`src/usm_defs.vh`:
```
// Constants for the serial port block: register indices, field positions,
// reset values and timing counts. Definitions only.
// Behaviour
// - Baud timer enabled: it alone sets rate
// - Baud timer off: legacy timer scheme sets rate
// - Fraction register bit six has no storage
// - Six-bit fraction in bits 5:0, resets zero
// - Timer rate: clock/(16 x 2^prescale sum) x 64/(64+fraction)
// - Shift mode: data on RXD, clock on TXD
// - Shift mode: core clock over 12, eight bits
// - Shift mode: buffer write sends byte LSB first
// - Shift mode: receive when enabled and flag clear
// - Async frame: start, eight data LSB first, stop
// - Async rate from timer overflow, split tx/rx
// - Stop bit loaded; transmit flag at stop bit
// - Async receive starts on falling RXD edge
// - Without enhanced option, receive flag must be clear
// - Stop-check set: stop bit must be one
// - Failed check drops frame, flag untouched
// - Accepted: buffer, ninth bit, receive flag set
// - Prescale code selects divide by two-power
// - Overrun set on arrival with flag set
`ifndef USM_DEFS_VH
`define USM_DEFS_VH

// ****************************************************************
// Register word indices (byte address is four times the index)
// ****************************************************************
`define USM_IDX_SER_CTRL    8'h98
`define USM_IDX_DATA_BUF    8'h99
`define USM_IDX_FRACTION    8'h9D
`define USM_IDX_INT_BAUD    8'h9E
`define USM_IDX_POWER_CTRL  8'h87
`define USM_IDX_TIMER2_CTRL 8'hC8
`define USM_IDX_CONFIG      8'hA8
`define USM_ADR_W 10

// ****************************************************************
// Field positions
// ****************************************************************
`define USM_CTL_MODE_UP   7
`define USM_CTL_MODE_LO   6
`define USM_CTL_STOPCHK   5
`define USM_CTL_RX_EN     4
`define USM_CTL_TX_NINTH  3
`define USM_CTL_RX_NINTH  2
`define USM_CTL_TX_FLAG   1
`define USM_CTL_RX_FLAG   0
`define USM_FRC_BAUD_EN   7
`define USM_IB_OVERRUN    7
`define USM_IB_FRAME_ERR  6
`define USM_PWR_DOUBLE    7
`define USM_T2_RX_SEL     5
`define USM_T2_TX_SEL     4
`define USM_CFG_ENH_RX    3

// ****************************************************************
// Reset values and timing counts
// ****************************************************************
`define USM_RST_BYTE      8'h00
`define USM_SHIFT_DIV     4'hC
`define USM_SHIFT_HALF    4'h6
`define USM_OVERSAMPLE    4'hF
`define USM_MID_SAMPLE    4'h7
`define USM_FRAC_ONE      8'h40
`define USM_BIT_LAST_DATA 4'h7
`define USM_BIT_STOP_IDX  4'h9
`define USM_BIT_END_IDX   4'hA
`define USM_RX_STOP_IDX   4'h8

`endif

```
`src/usm_baud.v`:
```
// Bit-rate tick generator: dedicated fractional baud timer or legacy
// timer overflows. Overflow inputs are one-cycle pulses on CLK.
`timescale 1ns/1ps
`include "usm_defs.vh"

module usm_baud #(
   parameter CNT_W = 18
) (
   input wire clk,            // Core clock
   input wire rst_n,          // Async reset, active low
   input wire baud_en,        // Dedicated timer selected
   input wire [5:0] frac,     // Fractional divisor
   input wire [2:0] bin_pre,  // Binary prescale code
   input wire [1:0] ext_pre,  // Extended prescale ratio
   input wire [2:0] core_div, // Core clock divide code
   input wire dbl,            // Baud double
   input wire t2_tx,          // Timer 2 drives transmit
   input wire t2_rx,          // Timer 2 drives receive
   input wire t1_ovf,         // Timer 1 overflow pulse
   input wire t2_ovf,         // Timer 2 overflow pulse
   output reg tx_tick,        // 16x transmit tick
   output reg rx_tick         // 16x receive tick
);

   reg [CNT_W-1:0] pre_ff;
   reg [7:0] acc_ff;
   reg t1_half_ff;
   wire [4:0] shift = {2'b00, core_div} + {2'b00, bin_pre} + {3'b000, ext_pre};
   wire [CNT_W-1:0] mask = ~({CNT_W{1'b1}} << shift);
   wire pre_pulse = (pre_ff >= mask); // Catches up when the prescale shrinks
   wire [7:0] acc_sum = acc_ff + `USM_FRAC_ONE;
   wire [7:0] acc_lim = `USM_FRAC_ONE + {2'b00, frac};
   wire ut_tick = pre_pulse & (acc_sum >= acc_lim);
   // Without doubling Timer 1 counts twice per tick
   wire t1_tick = t1_ovf & (dbl | t1_half_ff);

   // ****************************************************************
   // Prescaler and fractional accumulator
   // ****************************************************************
   // Power-of-two prescale then a 64/(64+frac) pulse swallower
   always @(posedge clk or negedge rst_n) begin
      if (!rst_n) begin
         pre_ff <= {CNT_W{1'b0}};
         acc_ff <= 8'h00;
         t1_half_ff <= 1'b0;
      end else begin
         pre_ff <= pre_pulse ? {CNT_W{1'b0}} : pre_ff + 1'b1;
         if (pre_pulse) begin
            acc_ff <= ut_tick ? acc_sum - acc_lim : acc_sum;
         end
         if (t1_ovf) begin
            t1_half_ff <= ~t1_half_ff;
         end
      end
   end

   // Source select; double and Timer 2 selects only matter on legacy path
   always @(posedge clk or negedge rst_n) begin
      if (!rst_n) begin
         tx_tick <= 1'b0;
         rx_tick <= 1'b0;
      end else if (baud_en) begin
         tx_tick <= ut_tick;
         rx_tick <= ut_tick;
      end else begin
         tx_tick <= t2_tx ? t2_ovf : t1_tick;
         rx_tick <= t2_rx ? t2_ovf : t1_tick;
      end
   end

endmodule // usm_baud

```
`src/usm_top.v`:
```
// Serial port: shift-register mode and asynchronous 8-bit mode with a
// classic Wishbone register slave. Pins are synchronous to CLK.
`timescale 1ns/1ps
`include "usm_defs.vh"

module usm_top (
   input wire CLK,                      // Core clock, 100 MHz
   input wire RST_N,                    // Async reset, active low
   input wire WB_CYC_I,                 // Bus cycle
   input wire WB_STB_I,                 // Strobe
   input wire WB_WE_I,                  // Write enable
   input wire [`USM_ADR_W-1:0] WB_ADR_I, // Byte address
   input wire [3:0] WB_SEL_I,           // Byte selects
   input wire [31:0] WB_DAT_I,          // Write data
   output reg [31:0] WB_DAT_O,          // Read data
   output reg WB_ACK_O,                 // Acknowledge
   input wire T1_OVF,                   // Timer 1 overflow pulse
   input wire T2_OVF,                   // Timer 2 overflow pulse
   input wire RXD_I,                    // RXD pin level
   output reg RXD_O,                    // RXD drive value
   output reg RXD_OE,                   // RXD drive enable
   output reg TXD_O                     // TXD pin / shift clock
);

   localparam ST_IDLE = 3'b001;
   localparam ST_SHIFT = 3'b010;
   localparam ST_ASYNC_TX = 3'b100;
   localparam RX_IDLE = 3'b001;
   localparam RX_START = 3'b010;
   localparam RX_DATA = 3'b100;

   // Index compare used by every register write decode
   function hit;
      input [7:0] a;
      input [7:0] idx;
      begin
         hit = (a == idx);
      end
   endfunction

   // ****************************************************************
   // Register state
   // ****************************************************************
   reg mode_select_upper_ff, mode_select_lower_ff, stop_check_enable_ff;
   reg rx_enable_ff, tx_ninth_ff, received_ninth_bit_ff;
   reg receive_flag_ff, transmit_flag_ff, overrun_flag_ff, frame_err_ff;
   reg [7:0] rx_buf_ff;
   reg baud_timer_select_ff;
   reg [5:0] fraction_ff;
   reg [1:0] extended_prescale_ratio_ff;
   reg [2:0] bin_prescale_ff, core_clock_divide_ff;
   reg baud_double_ff, t2_tx_sel_ff, t2_rx_sel_ff, enhanced_rx_buffering_ff;
   reg [2:0] st_ff, rx_st_ff;
   reg [3:0] div12_ff, tcnt_ff, tbit_ff, rcnt_ff, rbit_ff;
   reg [9:0] tx_sh_ff;
   reg [8:0] rx_sh_ff;
   reg shift_rx_ff, rx_q_ff, rx_q2_ff;
   reg [7:0] rd_data;
   wire tx_tick, rx_tick;

   wire [7:0] adr_idx = WB_ADR_I[`USM_ADR_W-1:2];
   wire req = WB_CYC_I & WB_STB_I & ~WB_ACK_O;
   wire wr = req & WB_WE_I & WB_SEL_I[0];
   wire [7:0] wd = WB_DAT_I[7:0];
   wire wr_ctl = wr & hit(adr_idx, `USM_IDX_SER_CTRL);
   wire wr_buf = wr & hit(adr_idx, `USM_IDX_DATA_BUF);
   wire mode_shift = ~mode_select_upper_ff & ~mode_select_lower_ff;
   wire mode_async = ~mode_select_upper_ff & mode_select_lower_ff;

   // ****************************************************************
   // Event decodes
   // ****************************************************************
   // Shift clock: falls at count 0, rises at count 6 of each 12
   wire sh_fall = (div12_ff == 4'h0);
   wire sh_rise = (div12_ff == `USM_SHIFT_HALF) & ~TXD_O; // No rise before the first fall
   wire sh_last = (st_ff == ST_SHIFT) & sh_rise & (tbit_ff == `USM_BIT_LAST_DATA);
   wire sh_rx_done = sh_last & shift_rx_ff;
   wire sh_tx_done = sh_last & ~shift_rx_ff;
   wire [7:0] sh_rx_byte = {rx_q_ff, rx_sh_ff[7:1]};
   wire tx_stop_out = (st_ff == ST_ASYNC_TX) & tx_tick & (tcnt_ff == 4'h0) &
                      (tbit_ff == `USM_BIT_STOP_IDX);
   wire rx_final = (rx_st_ff == RX_DATA) & rx_tick & (rcnt_ff == `USM_MID_SAMPLE) &
                   (rbit_ff == `USM_RX_STOP_IDX);
   wire rx_accept = rx_final & (enhanced_rx_buffering_ff | ~receive_flag_ff)
                    & (~stop_check_enable_ff | rx_q_ff);
   wire set_rx = rx_accept | sh_rx_done;
   wire set_tx = tx_stop_out | sh_tx_done;
   wire shift_rx_go = mode_shift & rx_enable_ff & ~receive_flag_ff;

   usm_baud u_baud (
      .clk(CLK),
      .rst_n(RST_N),
      .baud_en(baud_timer_select_ff),
      .frac(fraction_ff),
      .bin_pre(bin_prescale_ff),
      .ext_pre(extended_prescale_ratio_ff),
      .core_div(core_clock_divide_ff),
      .dbl(baud_double_ff),
      .t2_tx(t2_tx_sel_ff),
      .t2_rx(t2_rx_sel_ff),
      .t1_ovf(T1_OVF),
      .t2_ovf(T2_OVF),
      .tx_tick(tx_tick),
      .rx_tick(rx_tick)
   );

   // ****************************************************************
   // Wishbone slave
   // ****************************************************************
   // Read mux; unmapped indices read zero
   always @* begin
      rd_data = 8'h00;
      case (adr_idx)
         `USM_IDX_SER_CTRL: rd_data = {mode_select_upper_ff, mode_select_lower_ff,
            stop_check_enable_ff, rx_enable_ff, tx_ninth_ff, received_ninth_bit_ff,
            transmit_flag_ff, receive_flag_ff};
         `USM_IDX_DATA_BUF: rd_data = rx_buf_ff;
         `USM_IDX_FRACTION: rd_data = {baud_timer_select_ff, 1'b0, fraction_ff};
         `USM_IDX_INT_BAUD: rd_data = {overrun_flag_ff, frame_err_ff, 1'b0,
            extended_prescale_ratio_ff, bin_prescale_ff};
         `USM_IDX_POWER_CTRL: rd_data = {baud_double_ff, 7'h00};
         `USM_IDX_TIMER2_CTRL: rd_data = {2'b00, t2_rx_sel_ff, t2_tx_sel_ff, 4'h0};
         `USM_IDX_CONFIG: rd_data = {4'h0, enhanced_rx_buffering_ff, core_clock_divide_ff};
         default: rd_data = 8'h00;
      endcase
   end

   // One wait state: ack the cycle after the request, drop it after one
   always @(posedge CLK or negedge RST_N) begin
      if (!RST_N) begin
         WB_ACK_O <= 1'b0;
         WB_DAT_O <= 32'h0000_0000;
      end else begin
         WB_ACK_O <= req;
         if (req) begin
            WB_DAT_O <= {24'h00_0000, rd_data};
         end
      end
   end

   // ****************************************************************
   // Control and status registers
   // ****************************************************************
   // Hardware sets win over a software write in the same cycle
   always @(posedge CLK or negedge RST_N) begin
      if (!RST_N) begin
         {mode_select_upper_ff, mode_select_lower_ff, stop_check_enable_ff} <= 3'b000;
         {rx_enable_ff, tx_ninth_ff, received_ninth_bit_ff} <= 3'b000;
         {receive_flag_ff, transmit_flag_ff, overrun_flag_ff, frame_err_ff} <= 4'h0;
         rx_buf_ff <= `USM_RST_BYTE;
         baud_timer_select_ff <= 1'b0;
         fraction_ff <= 6'h00;
         extended_prescale_ratio_ff <= 2'b00;
         bin_prescale_ff <= 3'b000;
         core_clock_divide_ff <= 3'b000;
         {baud_double_ff, t2_tx_sel_ff, t2_rx_sel_ff, enhanced_rx_buffering_ff} <= 4'h0;
      end else begin
         if (wr_ctl) begin
            mode_select_upper_ff <= wd[`USM_CTL_MODE_UP];
            mode_select_lower_ff <= wd[`USM_CTL_MODE_LO];
            stop_check_enable_ff <= wd[`USM_CTL_STOPCHK];
            rx_enable_ff <= wd[`USM_CTL_RX_EN];
            tx_ninth_ff <= wd[`USM_CTL_TX_NINTH];
         end
         // Flags set by hardware or by a software write of one; clearing is software's job
         receive_flag_ff <= set_rx | (wr_ctl ? wd[`USM_CTL_RX_FLAG] : receive_flag_ff);
         transmit_flag_ff <= set_tx | (wr_ctl ? wd[`USM_CTL_TX_FLAG] : transmit_flag_ff);
         if (rx_accept) begin
            received_ninth_bit_ff <= rx_q_ff;
            rx_buf_ff <= rx_sh_ff[8:1];
         end else if (sh_rx_done) begin
            rx_buf_ff <= sh_rx_byte;
         end else if (wr_ctl) begin
            received_ninth_bit_ff <= wd[`USM_CTL_RX_NINTH];
         end
         if (rx_final) begin
            frame_err_ff <= ~rx_q_ff;
         end
         // Overrun: writing one has no effect, writing zero clears
         if ((rx_final | sh_rx_done) & receive_flag_ff) begin
            overrun_flag_ff <= 1'b1;
         end else if (wr & hit(adr_idx, `USM_IDX_INT_BAUD) & ~wd[`USM_IB_OVERRUN]) begin
            overrun_flag_ff <= 1'b0;
         end
         if (wr & hit(adr_idx, `USM_IDX_FRACTION)) begin
            baud_timer_select_ff <= wd[`USM_FRC_BAUD_EN];
            fraction_ff <= wd[5:0];
         end
         if (wr & hit(adr_idx, `USM_IDX_INT_BAUD)) begin
            extended_prescale_ratio_ff <= wd[4:3];
            bin_prescale_ff <= wd[2:0];
         end
         if (wr & hit(adr_idx, `USM_IDX_POWER_CTRL)) begin
            baud_double_ff <= wd[`USM_PWR_DOUBLE];
         end
         if (wr & hit(adr_idx, `USM_IDX_TIMER2_CTRL)) begin
            t2_rx_sel_ff <= wd[`USM_T2_RX_SEL];
            t2_tx_sel_ff <= wd[`USM_T2_TX_SEL];
         end
         if (wr & hit(adr_idx, `USM_IDX_CONFIG)) begin
            enhanced_rx_buffering_ff <= wd[`USM_CFG_ENH_RX];
            core_clock_divide_ff <= wd[2:0];
         end
      end
   end

   // ****************************************************************
   // Transmit and shift-mode engine
   // ****************************************************************
   // Divide-by-12 enable source for the shift clock
   always @(posedge CLK or negedge RST_N) begin
      if (!RST_N) begin
         div12_ff <= 4'h0;
      end else begin
         div12_ff <= (div12_ff == `USM_SHIFT_DIV - 4'h1) ? 4'h0 : div12_ff + 4'h1;
      end
   end

   // Writes while busy are dropped so a frame is never torn in half
   always @(posedge CLK or negedge RST_N) begin
      if (!RST_N) begin
         st_ff <= ST_IDLE;
         tx_sh_ff <= 10'h3FF;
         tcnt_ff <= 4'h0;
         tbit_ff <= 4'h0;
         shift_rx_ff <= 1'b0;
         TXD_O <= 1'b1;
         RXD_O <= 1'b1;
         RXD_OE <= 1'b0;
      end else begin
         case (st_ff)
            ST_IDLE: begin
               TXD_O <= 1'b1;
               RXD_OE <= 1'b0;
               tcnt_ff <= 4'h0;
               tbit_ff <= 4'h0;
               if (wr_buf & mode_shift) begin
                  tx_sh_ff <= {2'b11, wd};
                  shift_rx_ff <= 1'b0;
                  st_ff <= ST_SHIFT;
               end else if (wr_buf & mode_async) begin
                  tx_sh_ff <= {1'b1, wd, 1'b0};
                  st_ff <= ST_ASYNC_TX;
               end else if (shift_rx_go & (rx_st_ff == RX_IDLE)) begin
                  shift_rx_ff <= 1'b1;
                  st_ff <= ST_SHIFT;
               end
            end
            ST_SHIFT: begin
               if (sh_fall) begin
                  TXD_O <= 1'b0;
                  RXD_O <= tx_sh_ff[0];
                  RXD_OE <= ~shift_rx_ff;
               end
               if (sh_rise) begin
                  TXD_O <= 1'b1;
                  tx_sh_ff <= {1'b1, tx_sh_ff[9:1]};
                  tbit_ff <= tbit_ff + 4'h1;
                  if (tbit_ff == `USM_BIT_LAST_DATA) begin
                     st_ff <= ST_IDLE;
                  end
               end
            end
            ST_ASYNC_TX: begin
               if (tx_tick) begin
                  tcnt_ff <= tcnt_ff + 4'h1;
                  if (tcnt_ff == 4'h0) begin
                     TXD_O <= tx_sh_ff[0];
                     tx_sh_ff <= {1'b1, tx_sh_ff[9:1]};
                     tbit_ff <= tbit_ff + 4'h1;
                  end
                  if ((tcnt_ff == `USM_OVERSAMPLE) & (tbit_ff == `USM_BIT_END_IDX)) begin
                     st_ff <= ST_IDLE;
                  end
               end
            end
            default: st_ff <= ST_IDLE;
         endcase
      end
   end

   // ****************************************************************
   // Receive engine
   // ****************************************************************
   // Pin history for edge detection and mid-bit sampling
   always @(posedge CLK or negedge RST_N) begin
      if (!RST_N) begin
         rx_q_ff <= 1'b1;
         rx_q2_ff <= 1'b1;
      end else begin
         rx_q_ff <= RXD_I;
         rx_q2_ff <= rx_q_ff;
      end
   end

   // Sampled on tick 7 of 16, roughly mid-bit
   always @(posedge CLK or negedge RST_N) begin
      if (!RST_N) begin
         rx_st_ff <= RX_IDLE;
         rx_sh_ff <= 9'h000;
         rcnt_ff <= 4'h0;
         rbit_ff <= 4'h0;
      end else begin
         if ((st_ff == ST_SHIFT) & shift_rx_ff & sh_rise) begin
            rx_sh_ff[7:0] <= sh_rx_byte;
         end
         case (rx_st_ff)
            RX_IDLE: begin
               rcnt_ff <= 4'h0;
               rbit_ff <= 4'h0;
               if (mode_async & rx_enable_ff & rx_q2_ff & ~rx_q_ff) begin
                  rx_st_ff <= RX_START;
               end
            end
            RX_START: begin
               if (rx_tick) begin
                  rcnt_ff <= rcnt_ff + 4'h1;
                  if (rcnt_ff == `USM_MID_SAMPLE) begin
                     rx_st_ff <= rx_q_ff ? RX_IDLE : RX_DATA;
                  end
               end
            end
            RX_DATA: begin
               if (rx_tick) begin
                  rcnt_ff <= rcnt_ff + 4'h1;
                  if (rcnt_ff == `USM_MID_SAMPLE) begin
                     rx_sh_ff <= {rx_q_ff, rx_sh_ff[8:1]};
                     rbit_ff <= rbit_ff + 4'h1;
                     if (rbit_ff == `USM_RX_STOP_IDX) begin
                        rx_st_ff <= RX_IDLE;
                     end
                  end
               end
            end
            default: rx_st_ff <= RX_IDLE;
         endcase
      end
   end

endmodule // usm_top

```
`config.mk`:
```
export PLATFORM = sky130hd
export DESIGN_NAME = usm_top
export DESIGN_NICKNAME = d
export VERILOG_FILES = /design/src/usm_baud.v /design/src/usm_top.v
export VERILOG_INCLUDE_DIRS = /design/src /design/src/src
export SDC_FILE = /design/constraint.sdc
export NUM_CORES = 1
export LEC_CHECK = 0
export ABC_CLOCK_PERIOD_IN_PS = 4800
export BUFFER_PORTS_ARGS = -buffer_cell sky130_fd_sc_hd__buf_2
export CORE_MARGIN = 1
export CORE_UTILIZATION = 45
export DETAILED_ROUTE_END_ITERATION = 10
export PLACE_DENSITY_LB_ADDON = 0.3
export SLEW_MARGIN = 20
export SYNTH_ARGS = -nofsm -noshare
export SYNTH_HDL_FRONTEND = slang
export SYNTH_SLANG_ARGS = --single-unit
```
`constraint.sdc`:
```
create_clock -name CLK -period 4.8 [get_ports CLK]
set_input_delay 0.72 -clock CLK [delete_from_list [all_inputs] [get_ports CLK]]
set_output_delay 0.72 -clock CLK [all_outputs]
set_load 0.01 [all_outputs]
```
==> results of run 1 <==
-- through the flow --
step	hold WS, ps	setup slack (ps)	instances	power, mW	utilization [%]
3_3_place_gp	398	297	970	1.55	48.0
6_report	344	179	1002	2.84	51.8
4_1_cts	365	201	1002	2.86	51.8
2_1_floorplan	377	627	749	1.45	-
5_1_grt	387	28.6	1002	2.95	51.8
3_5_place_dp	399	226	970	1.57	48.0
-- layer usage --
metal	up-vias	wire length (um)
met5	-	13
met4	2	191
met3	21	899
met2	136	7950
met1	2733	7330
li1	2657	-
-- kinds of logic (layout without fill, tap and decap cells) --
logic type | Yosys count | count (layout) | share of synthesized area (%)
fa+ha+maj | 45 | 45 | 8.06
other cells | 1 | 24 | 0.0516
mux | 55 | 55 | 8.30
compound gates | 168 | 168 | 15.2
flops | 124 | 124 | 43.0
simple gates | 226 | 226 | 16.1
buf+inv | 77 | 114 | 5.68
xor+xnor | 30 | 30 | 3.62
-- registers in the layout, summed over array words and instances, names as in the netlist, 2 cells and up --
register	count
u_baud.pre_ff	18
tx_sh_ff	9
WB_DAT_O	8
rx_buf_ff	8
rx_sh_ff	8
u_baud.acc_ff	8
fraction_ff	6
div12_ff	4
rbit_ff	4
rcnt_ff	4
tbit_ff	4
tcnt_ff	4
bin_prescale_ff	3
core_clock_divide_ff	3
rx_st_ff	3
st_ff	3
extended_prescale_ratio_ff	2
-- repair_timing --
action	in CTS	in global routing
setup buffers	0	0
endpoints found under the setup margin	0	5
gates resized for setup	0	1
-- area by class of cell --
class / instances / share of cell area (%)
flip-flops and latches: 124 / 38.1
clock inverters: 13 / 1.74
repair buffers: 45 / 3.05
inverters: 37 / 1.69
clock buffers: 19 / 5.52
well taps: 216 / 3.29
multi-input cells: 548 / 46.7
-- critical path: stages (launching register included) --
cell	delay (ps)
sky130_fd_sc_hd__dfrtp_1	400
sky130_fd_sc_hd__ha_1	230
sky130_fd_sc_hd__fa_1	550
sky130_fd_sc_hd__fa_1	480
sky130_fd_sc_hd__or2_2	300
sky130_fd_sc_hd__or2_2	290
sky130_fd_sc_hd__or3_1	330
sky130_fd_sc_hd__ha_1	290
sky130_fd_sc_hd__o21ai_0	160
sky130_fd_sc_hd__a21oi_1	90
sky130_fd_sc_hd__o41ai_1	780
sky130_fd_sc_hd__a21oi_2	140
sky130_fd_sc_hd__buf_4	200
sky130_fd_sc_hd__mux2_2	270
-- power groups by stage --
stage | logic [mW] | registers [mW] | clock network [mW]
4_1_cts | 0.408 | 1.15 | 1.30
3_3_place_gp | 0.384 | 1.17 | 0
5_1_grt | 0.450 | 1.16 | 1.34
3_5_place_dp | 0.402 | 1.17 | 0
2_1_floorplan | 0.297 | 1.15 | 0
6_report | 0.409 | 1.15 | 1.27
-- worst paths after layout --
path / from / endpoint / cells past startpoint
hold reg to reg: rx_q_ff$_DFF_PN1_ / rx_q2_ff$_DFF_PN1_ / 0
setup reg to reg: bin_prescale_ff[0]$_DFFE_PN0P_ / u_baud.acc_ff[4]$_DFFE_PN0P_ / 13
hold / removal: RST_N / rx_sh_ff[1]$_DFF_PN0_ / 1
min in group CLK: RXD_I / rx_q_ff$_DFF_PN1_ / 1
max in group asynchronous: RST_N / rx_st_ff[0]$_DFFE_PN1P_ / 2
setup / recovery: bin_prescale_ff[0]$_DFFE_PN0P_ / u_baud.acc_ff[4]$_DFFE_PN0P_ / 13
-- cell usage after synthesis (all sizes together), types with 2 or more instances --
library cell and instances:
o21ai 52, xnor2 11, and2 4, fa 3
and4 4, nand2b 6, nand3 28, a2111oi 3
o211ai 2, mux2 42, a211oi 11, nor2b 12
a22oi 4, a22o 15, or4b 2, nor2 72
o31ai 2, nand4 12, clkbuf 9, and4bb 3
ha 42, mux2i 13, and3 6, xor2 19
nor4 2, a21oi 39, a31oi 6, or2 7
nand2 47, inv 37, dfstp 15, or3 2
nand3b 4, or4 2, buf 31, a221o 7
a21o 15, nor3 5, dfrtp 109, nor3b 5
==> Implementation_results.wiki, run 1 <==
{| class="wikitable"
! Metric !! Value
|-
| Status || complete, no violations
|-
| Final hold viol count || 0
|-
| Count of warnings emitted by yosys || 0
|-
| Top_reg_cell synth || sky130_fd_sc_hd__dfrtp_1
|-
| Core Area || 15800 sq um
|-
| Clock transition at path regs || 60 ps
|-
| Total Routing Usage GR || 21.5%
|-
| Total congestion overflow || 0
|-
| Pins over their slew limit || 0
|-
| Net count of the finished layout || 872
|-
| TritonCTS clock tree || yes
|-
| Routed WL per cell || 16.3 um
|-
| Overall routed net length || 16.4 mm
|-
| Capturing element type of the critical path || flip-flop
|-
| Reported max-cap violation count || 0
|-
| DIE AREA || 16700 sq um
|-
| Register Area || 3120 sq um
|-
| Netlist area before placement || 7270 sq um
|-
| Instance area at placement || 7600 sq um
|-
| Final critical-path required period || 4620 ps
|-
| Remaining number of nets flagged by the antenna check after routing || 0
|-
| Area of the multi-input gates || 3830 sq um
|-
| Netlist cell types || 69
|-
| Clock insertion delay at the later pin of the skew report || 420 ps
|-
| Maximum ir drop on the vdd rail || 0.280 mV
|-
| Number of antenna cells inserted || 0
|-
| Lkg Pwr || 3.89 nW
|-
| Number of violations reported at the end of detailed-routing iteration 0 || 335
|-
| Arrival time at the worst endpoint || 4920 ps
|-
| Routability cong. || 0.862
|-
| Final setup fails || 0
|-
| TNS Setup || 0 ps
|-
| Largest net degree at the start of global routing || 56
|-
| Total of hold buffers inserted after clock tree synthesis || 0
|-
| Kind of path behind the tightest hold check || input port to asynchronous set/reset pin
|-
| Number of buffer cells added on primary ports || 36
|-
| Fraction of power spent switching nets || 26.0%
|-
| Initial antenna violation count || 1
|-
| Clock network fraction of design power || 44.9%
|-
| Most common library cell in the layout ignoring fill and taps || sky130_fd_sc_hd__dfrtp_1
|-
| Avg Synthesized Cell Area || 10.0 sq um
|-
| Via density || 5.54
|-
| DRC violation count after routing || 0
|-
| TritonCTS buffer count || 17
|-
| Combinational share of power || 14.4%
|-
| Part of the total power dissipated in sequential elements || 40.7%
|-
| HPWL after DPL || 12.2 mm
|-
| Met3 Resource Use GR || 5.41%
|-
| Main area contributors after synthesis || sky130_fd_sc_hd__dfrtp_1 (38%), sky130_fd_sc_hd__ha_1 (7.2%), sky130_fd_sc_hd__mux2_2 (6.5%)
|-
| Count of vias placed by the detailed router || 5549
|-
| Cell type with the largest total area after synthesis || sky130_fd_sc_hd__dfrtp_1
|-
| Leading cell types in the layout, fill and taps excluded || sky130_fd_sc_hd__dfrtp_1 (109), sky130_fd_sc_hd__nor2_1 (72), sky130_fd_sc_hd__o21ai_0 (50)
|-
| Async set or reset register ratio after synthesis || 100%
|-
| First-pass iteration count of the detailed router || 5
|-
| PD cells || 346 nW/um^2
|-
| Portion of synthesized cell area occupied by the leading cell type || 37.5%
|-
| Count of mapped cells out of synthesis || 726
|-
| Internal reg-to-reg setup slack || 180 ps
|-
| Standard-cell rows || 46
|-
| Number of storage elements in the synthesis netlist || 124
|-
| I/O pin cnt || 90
|-
| Worst setup path class || flip-flop to flip-flop
|-
| Maximum clock frequency || 0.216 GHz
|-
| Req. time, crit path || 5100 ps
|-
| Number of enable flip-flop cells after synthesis || 0
|-
| Part of the Yosys area used for sequential elements || 43.0%
|-
| Vias in the first global route || 5565
|-
| Die outline width || 129 um
|-
| Root Driver || sky130_fd_sc_hd__clkbuf_16
|-
| Area growth syn-to-layout || 12.9%
|-
| Starting Density || 45.9%
|-
| Setup skew after layout || 8.99 ps
|-
| Cell-internal power || 2.10 mW
|-
| First-pass GRT wire length || 27.6 mm
|-
| Global-route track usage on met2 || 35.8%
|-
| Measured slew at the worst slew-check pin || 1040 ps
|-
| Relative slew margins || 30.7%
|-
| Post-route fraction of the period consumed by the critical path || 96.3%
|-
| Crit path max fanout || 4
|-
| Sw power || 0.737 mW
|-
| Setup repair after global routing missed its margin || false
|-
| Area of all placed cells without fillers || 8200 sq um
|-
| Startpoint Class || flip-flop
|-
| Ratio of cells with drive above 1 in the final layout || 20.2%
|-
| Number of filler instances in the final layout || 1411
|-
| Count of H-tree levels built during CTS || 4
|-
| Busiest metal layer after global routing || met2
|-
| Sink Count || 124
|-
| Die span in y || 129 um
|-
| Global routing usage on met1 || 27.5%
|-
| Maximum clock insertion buffer count || 2
|}
(Power assumes the default switching activity.)
==> inputs of run 2 (changes only) <==
--- a/config.mk
+++ b/config.mk
@@ -6,10 +6,11 @@
 export SDC_FILE = /design/constraint.sdc
 export NUM_CORES = 1
 export LEC_CHECK = 0
-export ABC_CLOCK_PERIOD_IN_PS = 4800
+export ABC_CLOCK_PERIOD_IN_PS = 5690
 export BUFFER_PORTS_ARGS = -buffer_cell sky130_fd_sc_hd__buf_2
 export CORE_MARGIN = 1
 export CORE_UTILIZATION = 45
+export CTS_BUF_LIST = sky130_fd_sc_hd__clkbuf_4
 export DETAILED_ROUTE_END_ITERATION = 10
 export PLACE_DENSITY_LB_ADDON = 0.3
 export SLEW_MARGIN = 20
==> constraint.sdc (replaced) <==
create_clock -name CLK -period 5.69 [get_ports CLK]
set_input_delay 0.8535 -clock CLK [delete_from_list [all_inputs] [get_ports CLK]]
set_output_delay 0.8535 -clock CLK [all_outputs]
set_load 0.01 [all_outputs]
==> Implementation_results.wiki, run 2 (synthesized netlist as in run 1, its figures left out) <==
{| class="wikitable"
! Metric !! Value
|-
| Buffers inserted during post-CTS setup optimization || 0 (unchanged)
|-
| Vias in the first global route || 5503 (-1.1%)
|-
| Clock insertion delay at the later pin of the skew report || 560 ps (+140 ps)
|-
| Remaining number of nets flagged by the antenna check after routing || 0 (unchanged)
|-
| Most common library cell in the layout ignoring fill and taps || sky130_fd_sc_hd__dfrtp_1
|-
| Count of instances resized after the clock tree is built || 0 (unchanged)
|-
| Reported max-cap violation count || 0 (unchanged)
|-
| Instance area at placement || 7560 sq um (-0.49%)
|-
| Worst setup path class || flip-flop to flip-flop
|-
| Initial antenna violation count || 2 (+1)
|-
| TNS Setup || 0 ps (unchanged)
|-
| Lkg Pwr || 3.74 nW (-3.9%)
|-
| Largest net degree at the start of global routing || 77 (+38%)
|-
| Standard-cell rows || 46 (unchanged)
|-
| Largest register by flop count || u_baud.pre_ff
|-
| PD cells || 250 nW/um^2 (-28%)
|-
| Ratio of cells with drive above 1 in the final layout || 19.1% (-1.2 points)
|-
| TritonCTS clock tree || yes
|-
| Maximum clock insertion buffer count || 2 (unchanged)
|-
| Setup skew after layout || 19.3 ps (+10.3 ps)
|-
| Setup repair after global routing missed its margin || false
|-
| Core Area || 15800 sq um (unchanged)
|-
| Area of all placed cells without fillers || 7880 sq um (-4.0%)
|-
| Final Core Density || 49.8% (-2.1 points)
|-
| Final hold viol count || 0 (unchanged)
|-
| Routability cong. || 0.896 (+4.0%)
|-
| Via density || 5.59 (+0.93%)
|-
| Capturing element type of the critical path || flip-flop
|-
| Crit path max fanout || 9 (+5)
|-
| Total congestion overflow || 0 (unchanged)
|-
| Maximum clock frequency || 0.204 GHz (-5.8%)
|-
| Relative slew margins || 31.3% (+0.64 points)
|-
| Count of vias placed by the detailed router || 5578 (+0.52%)
|-
| Final setup fails || 0 (unchanged)
|-
| HPWL after DPL || 11.9 mm (-2.9%)
|-
| Clock transition at path regs || 120 ps (+60 ps)
|-
| Die span in y || 129 um (unchanged)
|-
| Root Driver || sky130_fd_sc_hd__clkbuf_4
|-
| Status || complete, no violations
|-
| Post-layout worst setup margin || 785 ps (+606 ps)
|-
| Number of placed instances, taps included || 965 (-0.52%)
|-
| Number of buffer cells added on primary ports || 36 (unchanged)
|-
| Starting Density || 45.9% (unchanged)
|-
| Arrival time at the worst endpoint || 5340 ps (+420 ps)
|-
| Overall routed net length || 15.9 mm (-2.8%)
|-
| Sink Count || 124 (unchanged)
|-
| Leading cell types in the layout, fill and taps excluded || sky130_fd_sc_hd__dfrtp_1 (109), sky130_fd_sc_hd__nor2_1 (72), sky130_fd_sc_hd__o21ai_0 (50)
|-
| Startpoint Class || flip-flop
|-
| Flip-flop count of the largest register, all copies and words added || 18 (unchanged)
|-
| Total Routing Usage GR || 20.9% (-0.59 points)
|-
| Post-route fraction of the period consumed by the critical path || 86.2% (-10 points)
|-
| DRC violation count after routing || 0 (unchanged)
|-
| First-pass GRT wire length || 27.0 mm (-2.2%)
|-
| Final critical-path required period || 4900 ps (+284 ps)
|-
| Biggest registers after layout || u_baud.pre_ff: 18 flops, tx_sh_ff: 9 flops
|-
| Routed WL per cell || 15.9 um (-2.5%)
|-
| Kind of path behind the tightest hold check || input port to asynchronous set/reset pin
|-
| Total of hold buffers inserted after clock tree synthesis || 0 (unchanged)
|-
| First-pass iteration count of the detailed router || 4 (-1)
|-
| Measured slew at the worst slew-check pin || 1030 ps (-9.56 ps)
|-
| Tightest hold margin || 308 ps (-36.3 ps)
|-
| Worst setup slack before clock tree synthesis || 872 ps (+646 ps)
|-
| Maximum ir drop on the vdd rail || 0.145 mV (-48%)
|-
| Count of H-tree levels built during CTS || 4 (unchanged)
|-
| Net count of the finished layout || 867 (-0.57%)
|-
| Req. time, crit path || 6130 ps (+1030 ps)
|-
| TritonCTS buffer count || 17 (unchanged)
|-
| Area growth syn-to-layout || 8.38%
|-
| DIE AREA || 16700 sq um (unchanged)
|-
| Non-Filler Instances || 998 (-0.40%)
|-
| Die outline width || 129 um (unchanged)
|-
| I/O pin cnt || 90 (unchanged)
|-
| Design Power || 1.97 mW (-31%)
|-
| Number of violations reported at the end of detailed-routing iteration 0 || 313 (-6.6%)
|-
| Pins over their slew limit || 0 (unchanged)
|}
## run 2: final timing paths
path | startpoint | to | slack [ps] | cells past startpoint
setup / recovery | bin_prescale_ff[0]$_DFFE_PN0P_ | u_baud.acc_ff[4]$_DFFE_PN0P_ | 790 | 14
hold / removal | RST_N | rx_buf_ff[7]$_DFFE_PN0P_ | 310 | 1
setup reg to reg | bin_prescale_ff[0]$_DFFE_PN0P_ | u_baud.acc_ff[4]$_DFFE_PN0P_ | 790 | 14
hold reg to reg | rx_q_ff$_DFF_PN1_ | rx_q2_ff$_DFF_PN1_ | 420 | 0
max in group asynchronous | RST_N | u_baud.acc_ff[4]$_DFFE_PN0P_ | 4000 | 2
min in group CLK | RXD_I | rx_q_ff$_DFF_PN1_ | 390 | 1
## run 2: worst max-delay path: stages (launching register included)
cell                        delay [ps]
sky130_fd_sc_hd__dfrtp_1           410
sky130_fd_sc_hd__ha_1              240
sky130_fd_sc_hd__fa_1              500
sky130_fd_sc_hd__fa_1              450
sky130_fd_sc_hd__xnor2_1           500
sky130_fd_sc_hd__and2_1            260
sky130_fd_sc_hd__nand2_1            70
sky130_fd_sc_hd__nand2_1           130
sky130_fd_sc_hd__a31oi_1            60
sky130_fd_sc_hd__ha_1              320
sky130_fd_sc_hd__nand4_1           130
sky130_fd_sc_hd__a2111oi_0         460
sky130_fd_sc_hd__o41ai_1           300
sky130_fd_sc_hd__a21oi_2           580
sky130_fd_sc_hd__mux2_2            400
## run 2: where the power goes
group / total (mW) / switching (mW) / internal, mW
clock network: 0.679 / 0.334 / 0.346
logic: 0.319 / 0.174 / 0.146
registers: 0.969 / 0.0318 / 0.937
## run 2: area by class of cell
| cell class | instances | area, sq um |
|---|---|---|
| Antenna cell | 1 | 2.50 |
| Clock buffer | 18 | 135 |
| Clock inverter | 14 | 176 |
| Fill cell | 1494 | 7950 |
| Inverter | 37 | 139 |
| Multi-Input combinational cell | 548 | 3820 |
| Sequential cell | 124 | 3120 |
| Tap cell | 216 | 270 |
| Timing Repair Buffer | 40 | 213 |
## run 2: routing by layer
metal | vias to the layer above | global-route usage (%) | wire length (um) | part of all wire [%]
met5 | - | 0 | 13 | 0.082
met4 | 2 | 7.27 | 258 | 1.6
met3 | 30 | 5.99 | 981 | 6.2
met1 | 2729 | 27.1 | 7100 | 45
li1 | 2664 | - | - | -
met2 | 153 | 33.7 | 7560 | 47
